<file path="config.mk">
export PLATFORM = sky130hd
export DESIGN_NAME = dpsc_top
export DESIGN_NICKNAME = d
export VERILOG_FILES = /design/src/verilog/dpsc_top.v
export VERILOG_INCLUDE_DIRS = /design/src /design/src/verilog
export SDC_FILE = /design/constraint.sdc
export NUM_CORES = 2
export LEC_CHECK = 0
export ABC_AREA = 0
export BUFFER_PORTS_ARGS = -buffer_cell sky130_fd_sc_hd__buf_4
export CORE_ASPECT_RATIO = 1.4
export CORE_MARGIN = 2
export CORE_UTILIZATION = 35
export CTS_CLUSTER_SIZE = 16
export DETAILED_ROUTE_END_ITERATION = 8
export GPL_TIMING_DRIVEN = 0
export HOLD_SLACK_MARGIN = 0.06
export SLEW_MARGIN = 20
export SYNTH_ARGS = -nofsm -noshare
export SYNTH_HDL_FRONTEND = slang
export SYNTH_SLANG_ARGS = --single-unit
</file>
<file path="constraint.sdc">
create_clock -name mclk -period 16.4 [get_ports mclk]
set_input_delay 1.64 -clock mclk [delete_from_list [all_inputs] [get_ports mclk]]
set_output_delay 1.64 -clock mclk [all_outputs]
set_load 0.03 [all_outputs]
</file>
<file path="src/verilog/dpsc_defs.vh">
// dpsc_defs.vh: constants of the dpll output, lock and slope block
// assumes a 20 MHz system clock and an 8 kHz frame-rate reference
`ifndef DPSC_DEFS_VH
`define DPSC_DEFS_VH

// clock and frame timing
`define DPSC_MCLK_HZ        20000000
`define DPSC_FRAME_HZ       8000
`define DPSC_FRAME_NS       125000
`define DPSC_NOM_STEP       (((64'h1)<<32)*`DPSC_FRAME_HZ/`DPSC_MCLK_HZ)
`define DPSC_LOCK_WIN_MS    4
`define DPSC_LOCK_WIN_CYC   (`DPSC_MCLK_HZ/1000*`DPSC_LOCK_WIN_MS)

// frame pulse widths in ns and their frame-phase thresholds
`define DPSC_FPW_WIDE_NS    244
`define DPSC_FPW_MID_NS     122
`define DPSC_FPW_NARROW_NS  61
`define DPSC_FPW_TINY_NS    30
`define DPSC_FPW_SONET_NS   51
`define DPSC_FP_THR(ns)     (((64'h1)<<32)*(ns)/`DPSC_FRAME_NS)

// apb register offsets
`define DPSC_OFS_LR         8'h00
`define DPSC_OFS_BW         8'h04
`define DPSC_OFS_THR        8'h08
`define DPSC_OFS_INT        8'h0C
`define DPSC_OFS_SLEW       8'h10
`define DPSC_OFS_RCC        8'h14
`define DPSC_OFS_RCS        8'h18
`define DPSC_OFS_OCFG       8'h1C

// reset values and slew limit ceiling
`define DPSC_RST_LR         14'h0370
`define DPSC_RST_BW         16'h0002
`define DPSC_RST_THR        16'h0100
`define DPSC_RST_INT        8'h04
`define DPSC_RST_SLEW       9'h060
`define DPSC_RST_RCC        8'h00
`define DPSC_RST_OCFG       8'h00
`define DPSC_SLEW_MAX       9'h140

// field positions
`define DPSC_BW_BYP_BIT     13
`define DPSC_RCC_REALIGN    7
`define DPSC_RCC_REFSEL     2
`define DPSC_RCS_LOCK       0
`define DPSC_RCS_BUSY       1
`define DPSC_RCS_REFSEL     2

// timing modes
`define DPSC_MODE_NORMAL    2'h0
`define DPSC_MODE_HOLD      2'h1
`define DPSC_MODE_FREE      2'h2

`endif

</file>
<file path="src/verilog/dpsc_top.v">
// dpsc_top.v: dpll output generation, loop control, lock detect, slope limit
// assumes an apb master on mclk and 8 kHz reference pins asynchronous to mclk
//
// How it works
// - all outputs come from one frame-phase accumulator locked to the reference
// - fixed 4.096, 8.192, 16.384 and 19.44 MHz clock outputs
// - one clock selects 4.096/8.192/16.384/32.768; another 1.544 or 2.048
// - three fixed 8 kHz frame pulses 244, 122 and 61 ns wide
// - one frame pulse selects 122/61/30 ns; another is fixed 51 ns
// - 14-bit locking range clamps frequency correction, about 372 ppm maximum
// - locking range resets to about 20 ppm
// - bits 3..0 of bandwidth register pick one of 16 corner steps
// - corner frequency resets to step 2, about 1.9 Hz
// - lock declared when phase error stays below threshold long enough
// - phase error judged in 4 ms windows
// - threshold and interval each have their own register
// - lock state readable in the reference change status register
// - rearrangement recaptures phase offset so outputs do not jump
// - bit 7 of reference change control realigns to nearest reference edge
// - slew register limits phase correction, at most 186 ppm
// - bit 13 of bandwidth register bypasses the slope limiter
// - slew limit resets to about 56 ppm
// - holdover replays frequency stored one window before the last store
`timescale 1ns/1ps
`default_nettype none
`include "dpsc_defs.vh"

module dpsc_top #(
  parameter LOCK_WIN_CYC = `DPSC_LOCK_WIN_CYC
) (
  input  wire        mclk,
  input  wire        nrst,
  input  wire        psel,
  input  wire        penable,
  input  wire        pwrite,
  input  wire [7:0]  paddr,
  input  wire [31:0] pwdata,
  output reg  [31:0] prdata,
  output wire        pready,
  output reg         pslverr,
  input  wire [1:0]  ref_in,
  output reg         clk_out_a,
  output reg         clk_out_b,
  output reg         clk_out_c,
  output reg         clk_out_selectable,
  output reg         clk_out_line_rate,
  output reg         clk_out_sonet_rate,
  output reg         frame_pulse_wide,
  output reg         frame_pulse_mid,
  output reg         frame_pulse_narrow,
  output reg         frame_pulse_selectable,
  output reg         frame_pulse_sonet
);

  localparam [63:0] NOM64   = `DPSC_NOM_STEP;
  localparam [31:0] NOM     = NOM64[31:0];
  localparam [63:0] T_WIDE  = `DPSC_FP_THR(`DPSC_FPW_WIDE_NS);
  localparam [63:0] T_MID   = `DPSC_FP_THR(`DPSC_FPW_MID_NS);
  localparam [63:0] T_NAR   = `DPSC_FP_THR(`DPSC_FPW_NARROW_NS);
  localparam [63:0] T_TINY  = `DPSC_FP_THR(`DPSC_FPW_TINY_NS);
  localparam [63:0] T_SON   = `DPSC_FP_THR(`DPSC_FPW_SONET_NS);
  localparam integer WIN_LAST = LOCK_WIN_CYC - 1;
  localparam [16:0] WIN_MAX = WIN_LAST[16:0];

  // software registers
  reg  [13:0] locking_range_reg;
  reg  [15:0] loop_bandwidth_ctrl_reg;
  reg  [15:0] lock_threshold_reg;
  reg  [7:0]  lock_interval_reg;
  reg  [8:0]  slew_limit_reg;
  reg  [7:0]  ref_change_ctrl_reg;
  reg  [7:0]  out_cfg_r;

  // loop state
  reg  [31:0] frame_ph_r;
  reg  [31:0] ph_off_r;
  reg  signed [31:0] prop_r;
  reg  [23:0] freq_int_r;
  reg  [23:0] hist_new_r;
  reg  [23:0] hist_old_r;
  reg         started_r;
  reg         rearr_r;
  reg  [1:0]  mode_d_r;
  reg         sel_d_r;
  reg         lvl_d_r;

  // lock detector state
  reg  [16:0] win_cnt_r;
  reg         win_bad_r;
  reg         win_seen_r;
  reg  [7:0]  good_cnt_r;
  reg         lock_r;

  wire [1:0]  ref_lvl;
  wire [1:0]  mode;
  wire        ref_sel;
  wire        phase_realign_cmd;
  wire        slope_limiter_bypass;
  wire [3:0]  corner_freq_select;

  assign mode                 = ref_change_ctrl_reg[1:0];
  assign ref_sel              = ref_change_ctrl_reg[`DPSC_RCC_REFSEL];
  assign phase_realign_cmd    = ref_change_ctrl_reg[`DPSC_RCC_REALIGN];
  assign slope_limiter_bypass = loop_bandwidth_ctrl_reg[`DPSC_BW_BYP_BIT];
  assign corner_freq_select   = loop_bandwidth_ctrl_reg[3:0];

  // reference pins: three stages, level accepted when stages 2 and 3 agree
  genvar gi;
  generate
    for (gi = 0; gi < 2; gi = gi + 1) begin : g_sync
      reg [2:0] sh_r;
      reg       lvl_r;
      always @(posedge mclk or negedge nrst) begin
        if (!nrst) begin
          sh_r  <= 3'h0;
          lvl_r <= 1'b0;
        end else begin
          sh_r <= {sh_r[1:0], ref_in[gi]};
          if (sh_r[1] == sh_r[2])
            lvl_r <= sh_r[2];
        end
      end
      assign ref_lvl[gi] = lvl_r;
    end
  endgenerate

  wire        lvl      = ref_lvl[ref_sel];
  wire        ref_edge = lvl & ~lvl_d_r;
  wire        normal   = (mode == `DPSC_MODE_NORMAL);

  // phase detector: output frame phase against reference edge
  wire [31:0] err_u = frame_ph_r - ph_off_r;
  wire signed [31:0] serr = err_u;
  wire [31:0] aerr = serr[31] ? (32'h0 - err_u) : err_u;
  wire        over_thr = aerr[31:16] > lock_threshold_reg;

  // loop gains scale with corner step; each step doubles bandwidth
  wire [4:0]  sh_p = 5'h11 - {1'b0, corner_freq_select};
  wire [4:0]  sh_i = 5'h18 - {1'b0, corner_freq_select};
  wire signed [31:0] p_raw = serr >>> sh_p;
  wire signed [31:0] i_raw = serr >>> sh_i;

  // slope limiter
  wire [8:0]  slew_eff = (slew_limit_reg > `DPSC_SLEW_MAX) ?
                         `DPSC_SLEW_MAX : slew_limit_reg;
  wire signed [31:0] s_pos = {23'h0, slew_eff};
  wire signed [31:0] s_neg = 32'sh0 - s_pos;
  reg  signed [31:0] p_lim;
  always @* begin
    p_lim = p_raw;
    if (!slope_limiter_bypass) begin
      if (p_raw > s_pos)
        p_lim = s_pos;
      else if (p_raw < s_neg)
        p_lim = s_neg;
    end
  end

  // frequency integrator clamped to the locking range
  wire signed [31:0] r_pos = {18'h0, locking_range_reg};
  wire signed [31:0] r_neg = 32'sh0 - r_pos;
  wire signed [31:0] f_sum = $signed({{8{freq_int_r[23]}}, freq_int_r}) + i_raw;
  reg  signed [31:0] f_lim;
  always @* begin
    f_lim = f_sum;
    if (f_sum > r_pos)
      f_lim = r_pos;
    else if (f_sum < r_neg)
      f_lim = r_neg;
  end

  // integrator lsb to step units: x*5/128, so 16383 maps to about 372 ppm
  function [31:0] f2off;
    input [23:0] f;
    reg   [26:0] f5;
    begin
      f5    = {f[23], f, 2'b00} + {{3{f[23]}}, f};
      f2off = {{9{f5[26]}}, f5[26:4]} >> 3 |
              ({32{f5[26]}} & 32'hE0000000);
    end
  endfunction

  reg  [31:0] offset;
  always @* begin
    case (mode)
      `DPSC_MODE_NORMAL: offset = f2off(freq_int_r) + prop_r;
      `DPSC_MODE_HOLD:   offset = f2off(hist_old_r);
      default:           offset = 32'h0;
    endcase
  end

  wire [31:0] frame_ph_nxt = frame_ph_r + NOM + offset;
  wire        wrap         = frame_ph_nxt < frame_ph_r;

  // phase loop, rearrangement capture and realign
  always @(posedge mclk or negedge nrst) begin
    if (!nrst) begin
      frame_ph_r <= 32'h0;
      ph_off_r   <= 32'h0;
      prop_r     <= 32'sh0;
      freq_int_r <= 24'h0;
      started_r  <= 1'b0;
      rearr_r    <= 1'b0;
      mode_d_r   <= `DPSC_MODE_NORMAL;
      sel_d_r    <= 1'b0;
      lvl_d_r    <= 1'b0;
    end else begin
      frame_ph_r <= frame_ph_nxt;
      lvl_d_r    <= lvl;
      mode_d_r   <= mode;
      sel_d_r    <= ref_sel;
      if (mode != mode_d_r || ref_sel != sel_d_r) begin
        rearr_r <= 1'b1;
        prop_r  <= 32'sh0;
      end else if (ref_edge && normal) begin
        if (rearr_r || !started_r) begin
          // take the present offset as zero so the outputs hold phase
          ph_off_r  <= frame_ph_r;
          prop_r    <= 32'sh0;
          rearr_r   <= 1'b0;
          started_r <= 1'b1;
        end else if (phase_realign_cmd) begin
          ph_off_r <= 32'h0;
        end else begin
          prop_r     <= p_lim;
          freq_int_r <= f_lim[23:0];
        end
      end
    end
  end

  // lock detector over 4 ms windows
  wire win_end = (win_cnt_r == WIN_MAX);
  wire win_bad = win_bad_r || (ref_edge && normal && over_thr) ||
                 !(win_seen_r || ref_edge) || !normal || rearr_r;
  always @(posedge mclk or negedge nrst) begin
    if (!nrst) begin
      win_cnt_r  <= 17'h0;
      win_bad_r  <= 1'b0;
      win_seen_r <= 1'b0;
      good_cnt_r <= 8'h0;
      lock_r     <= 1'b0;
      hist_new_r <= 24'h0;
      hist_old_r <= 24'h0;
    end else if (win_end) begin
      win_cnt_r  <= 17'h0;
      win_bad_r  <= 1'b0;
      win_seen_r <= 1'b0;
      if (win_bad) begin
        good_cnt_r <= 8'h0;
        lock_r     <= 1'b0;
      end else begin
        if (good_cnt_r != 8'hFF)
          good_cnt_r <= good_cnt_r + 8'h01;
        if (good_cnt_r >= lock_interval_reg - 8'h01)
          lock_r <= 1'b1;
      end
      // keep two snapshots; the older predates a failing reference
      if (!win_bad && lock_r) begin
        hist_new_r <= freq_int_r;
        hist_old_r <= hist_new_r;
      end
    end else begin
      win_cnt_r <= win_cnt_r + 17'h1;
      if (ref_edge && normal) begin
        win_seen_r <= 1'b1;
        if (over_thr)
          win_bad_r <= 1'b1;
      end
    end
  end

  // output stage: every output is a function of one accumulator
  wire [31:0] m193  = frame_ph_r * 32'hC1;
  wire [31:0] m2430 = frame_ph_r * 32'h97E;
  reg         fp_sel;
  always @* begin
    case (out_cfg_r[4:3])
      2'h1:    fp_sel = frame_ph_r < T_NAR[31:0];
      2'h2:    fp_sel = frame_ph_r < T_TINY[31:0];
      default: fp_sel = frame_ph_r < T_MID[31:0];
    endcase
  end
  reg         ck_sel;
  always @* begin
    case (out_cfg_r[1:0])
      2'h1:    ck_sel = frame_ph_r[21];
      2'h2:    ck_sel = frame_ph_r[20];
      2'h3:    ck_sel = frame_ph_r[19];
      default: ck_sel = frame_ph_r[22];
    endcase
  end

  // pulses narrower than a clock period still show for one cycle at wrap
  always @(posedge mclk or negedge nrst) begin
    if (!nrst) begin
      clk_out_a              <= 1'b0;
      clk_out_b              <= 1'b0;
      clk_out_c              <= 1'b0;
      clk_out_selectable     <= 1'b0;
      clk_out_line_rate      <= 1'b0;
      clk_out_sonet_rate     <= 1'b0;
      frame_pulse_wide       <= 1'b0;
      frame_pulse_mid        <= 1'b0;
      frame_pulse_narrow     <= 1'b0;
      frame_pulse_selectable <= 1'b0;
      frame_pulse_sonet      <= 1'b0;
    end else begin
      clk_out_a          <= frame_ph_r[22];
      clk_out_b          <= frame_ph_r[21];
      clk_out_c          <= frame_ph_r[20];
      clk_out_sonet_rate <= m2430[31];
      clk_out_selectable <= ck_sel;
      clk_out_line_rate  <= out_cfg_r[2] ? frame_ph_r[23] : m193[31];
      frame_pulse_wide   <= wrap | (frame_ph_r < T_WIDE[31:0]);
      frame_pulse_mid    <= wrap | (frame_ph_r < T_MID[31:0]);
      frame_pulse_narrow <= wrap | (frame_ph_r < T_NAR[31:0]);
      frame_pulse_selectable <= wrap | fp_sel;
      frame_pulse_sonet  <= wrap | (frame_ph_r < T_SON[31:0]);
    end
  end

  // apb slave: zero wait states, read data and error latched in setup
  wire setup  = psel & ~penable;
  wire wr_acc = psel & penable & pwrite;
  wire mapped = (paddr[1:0] == 2'h0) && (paddr <= `DPSC_OFS_OCFG);
  assign pready = 1'b1;

  wire [31:0] status = {27'h0, mode, ref_sel, phase_realign_cmd, lock_r};
  reg  [31:0] rd_mux;
  always @* begin
    case (paddr)
      `DPSC_OFS_LR:   rd_mux = {18'h0, locking_range_reg};
      `DPSC_OFS_BW:   rd_mux = {16'h0, loop_bandwidth_ctrl_reg};
      `DPSC_OFS_THR:  rd_mux = {16'h0, lock_threshold_reg};
      `DPSC_OFS_INT:  rd_mux = {24'h0, lock_interval_reg};
      `DPSC_OFS_SLEW: rd_mux = {23'h0, slew_limit_reg};
      `DPSC_OFS_RCC:  rd_mux = {24'h0, ref_change_ctrl_reg};
      `DPSC_OFS_RCS:  rd_mux = status;
      `DPSC_OFS_OCFG: rd_mux = {24'h0, out_cfg_r};
      default:        rd_mux = 32'h0;
    endcase
  end

  always @(posedge mclk or negedge nrst) begin
    if (!nrst) begin
      prdata  <= 32'h0;
      pslverr <= 1'b0;
    end else if (setup) begin
      prdata  <= pwrite ? 32'h0 : rd_mux;
      pslverr <= ~mapped;
    end
  end

  // realign is cleared by the loop once the offset is dropped;
  // a write that sets it in that same cycle wins
  wire realign_done = ref_edge && normal && !rearr_r && started_r &&
                      phase_realign_cmd && !(mode != mode_d_r ||
                      ref_sel != sel_d_r);

  always @(posedge mclk or negedge nrst) begin
    if (!nrst) begin
      locking_range_reg       <= `DPSC_RST_LR;
      loop_bandwidth_ctrl_reg <= `DPSC_RST_BW;
      lock_threshold_reg      <= `DPSC_RST_THR;
      lock_interval_reg       <= `DPSC_RST_INT;
      slew_limit_reg          <= `DPSC_RST_SLEW;
      ref_change_ctrl_reg     <= `DPSC_RST_RCC;
      out_cfg_r               <= `DPSC_RST_OCFG;
    end else begin
      if (realign_done)
        ref_change_ctrl_reg[`DPSC_RCC_REALIGN] <= 1'b0;
      if (wr_acc) begin
        case (paddr)
          `DPSC_OFS_LR:   locking_range_reg       <= pwdata[13:0];
          `DPSC_OFS_BW:   loop_bandwidth_ctrl_reg <= pwdata[15:0];
          `DPSC_OFS_THR:  lock_threshold_reg      <= pwdata[15:0];
          `DPSC_OFS_INT:  lock_interval_reg       <= pwdata[7:0];
          `DPSC_OFS_SLEW: slew_limit_reg          <= pwdata[8:0];
          `DPSC_OFS_RCC: begin
            ref_change_ctrl_reg[6:0] <= pwdata[6:0];
            if (pwdata[`DPSC_RCC_REALIGN])
              ref_change_ctrl_reg[`DPSC_RCC_REALIGN] <= 1'b1;
          end
          `DPSC_OFS_OCFG: out_cfg_r <= pwdata[7:0];
          default: ;
        endcase
      end
    end
  end

endmodule // dpsc_top

`default_nettype wire

</file>
==> results.cfg <==
[outcome]
outcome = completed

[floorplanning]
die_x_um = 281
rows = 142
die_area_um2 = 110000
initial_utilization_pct = 35.3
core_region_area_um2 = 107000
die_h_um = 392
pin_count = 92

[drt]
initialDrtViolationCount = 2200
vias_per_cell = 5.59
top_layer = met4
routed-wl-met2_um = 64700
drt-total-wl_um = 126000
num_vias = 32969
route.met3.wl_um = 5360
ant_nets = 0
dr.pass1.iters = 7
route.detailed.drc = 0
m1WireLength_um = 48800
wire_per_inst_um = 21.4

[setup_path]
critPathRequiredTime_ns = 16.85
start_kind = register
cpMostUsedCell = clkbuf_1
max_stage_delay_ns = 0.68
cp_slowest_cell = clkbuf_1
setup.worst_path.end_class = register
criticalPathCategory = register to register
worstPathMaxFanout = 10
crit_arrival_ns = 12.57

[final_layout]
design_area_um2 = 41600
diodes = 0
final_nets = 5190
layout-drive-gt1-share_pct = 8.88
largestRegisters = frame_ph_r (32), ph_off_r (32), prop_r (32)
syn_to_final_growth_pct = 10.3
nFillCells = 11065

[timing]
rsz0062_at_grt = false
fmax_mhz = 82.5
fin_tns_setup_ns = 0
slew-limit-headroom_pct = 25.3
fin_hold_ws_ns = 0.329
worst_pin_slew_ns = 1.12
period_needed_ns = 12.12
finalHoldViolations = 0
fin_crit_sh_pct = 73.9
drv_slew = 0
skew_ns = 0.0414
setup_viol = 0

[logic_synthesis]
synth.area.top_cells = dfrtp_1 20%, ha_1 18%, fa_1 9.0%
synth-seq-cells = 317
synth-main-ff-cell = dfrtp_1
synth_top_cell_by_area = dfrtp_1
synth_cells = 4306
synth_edf_count = 0
ys_warn_count = 0
synth-async-reset-ratio_pct = 100
yosysSeqAreaShare_pct = 21.1
synth_top_area_share_pct = 20.4
syn_area_per_cell_um2 = 8.76
syn_area_um2 = 37700
netlist-cell-type-count = 107

[clock_network]
cts_buffers = 39
htreeDepth = 2
cts_tree = yes
worstSkewPairLatency_ns = 0.61
cts_sinks = 317
cts_setup_buffers = 0
root_buffer = clkbuf_16
clockBufferDepth = 3
ctsResizeCount = 0
clk_pin_slew_ns = 0.08
hold_buffers = 0

[global_routing]
grt_max_degree = 92
grt_pass1_vias = 33570
grt-ovfl-total = 0
grt_antenna_before_repair = 0
grt_usage_pct = 23.0
grt_pass1_wl_um = 195000

[worst_hold_path]
hold_path.class = register to register

[placement]
dp_hpwl_um = 102000
gp_congestion = 1.03
place_area_um2 = 40200
port_buffers = 56

[job]
max_cap_viol_count = 0
logic make-up after synthesis:
family,count (synthesis),share of synthesized area (%)
AOI/OAI and AO/OA,1082,19.2
xor gates and xnor gates,215,5.03
adders and majority gates,718,27.2
buffers and inverters,605,6.27
DFF,317,21.1
muxes,224,6.66
other,2,0.0199
and+or+nand+nor,1143,14.6
per-stage QoR:
step	setup WS, ns	cells	utilization, %
after floorplan	7.61	4321	-
after global placement	3.82	5817	37.4
after detailed placement	4.54	5826	37.6
after CTS	4.51	5898	38.9
after global routing	3.75	5898	38.9
final	4.28	5898	38.9
Yosys cell counts (72+ instances only):
cell / count
xnor2_1: 143
nor2_1: 292
nand2_1: 319
inv_1: 423
mux2i_1: 72
o21ai_0: 231
mux2_2: 144
a21o_1: 77
a21oi_1: 263
clkbuf_1: 134
dfrtp_1: 307
nand3_1: 83
nor3_1: 89
fa_1: 170
ha_1: 546
cell usage in the layout (no fill, tap or decap), types with 141 or more instances in the layout:
cell type / count
inv_1: 423
dfrtp_1: 307
ha_1: 546
o21ai_0: 231
clkbuf_1: 141
xnor2_1: 143
nand2_1: 319
a21oi_1: 263
mux2_2: 144
nor2_1: 291
fa_1: 170
routing by layer:
layer / vias to the layer above / GRT usage, %
met5: - / 0
met3: 333 / 2.52
met2: 939 / 42.1
li1: 15633 / -
met4: 0 / 12.6
met1: 16064 / 25.8
final timing paths:
kind | to | cells after the start | slack [ns] | start
min | g_sync[1].sh_r[1]$_DFF_PN0_ | 0 | 0.33 | g_sync[1].sh_r[0]$_DFF_PN0_
max in group asynchronous | win_cnt_r[1]$_DFF_PN0_ | 2 | 14.48 | nrst
max reg2reg | freq_int_r[0]$_DFFE_PN0P_ | 39 | 4.28 | loop_bandwidth_ctrl_reg[0]$_DFFE_PN0P_
min in group asynchronous | freq_int_r[12]$_DFFE_PN0P_ | 1 | 1.01 | nrst
max | freq_int_r[0]$_DFFE_PN0P_ | 39 | 4.28 | loop_bandwidth_ctrl_reg[0]$_DFFE_PN0P_
min reg2reg | g_sync[1].sh_r[1]$_DFF_PN0_ | 0 | 0.33 | g_sync[1].sh_r[0]$_DFF_PN0_
critical path: cells and delay by family, from the launching register on:
family | cells | cell delay [ns]
DFF | 1 | 0.43
xor gates and xnor gates | 1 | 0.21
AOI/OAI and AO/OA | 19 | 4.83
and+or+nand+nor | 3 | 0.28
adders and majority gates | 4 | 1.19
buffers and inverters | 12 | 5.02
area by class of cell:
cell class | instances | area [µm²] | share of cell area, %
Inverter | 426 | 1600 | 3.84
Multi-Input combinational cell | 3399 | 27500 | 66.1
Clock buffer | 51 | 1080 | 2.60
Tap cell | 1440 | 1800 | 4.33
Clock inverter | 21 | 320 | 0.770
Buffer | 179 | 766 | 1.84
Sequential cell | 317 | 7950 | 19.1
Timing Repair Buffer | 65 | 568 | 1.37
Power is left out: the tool's default activity adds up to more than one toggle a clock period on the data nets, which glitch-free logic cannot reach.
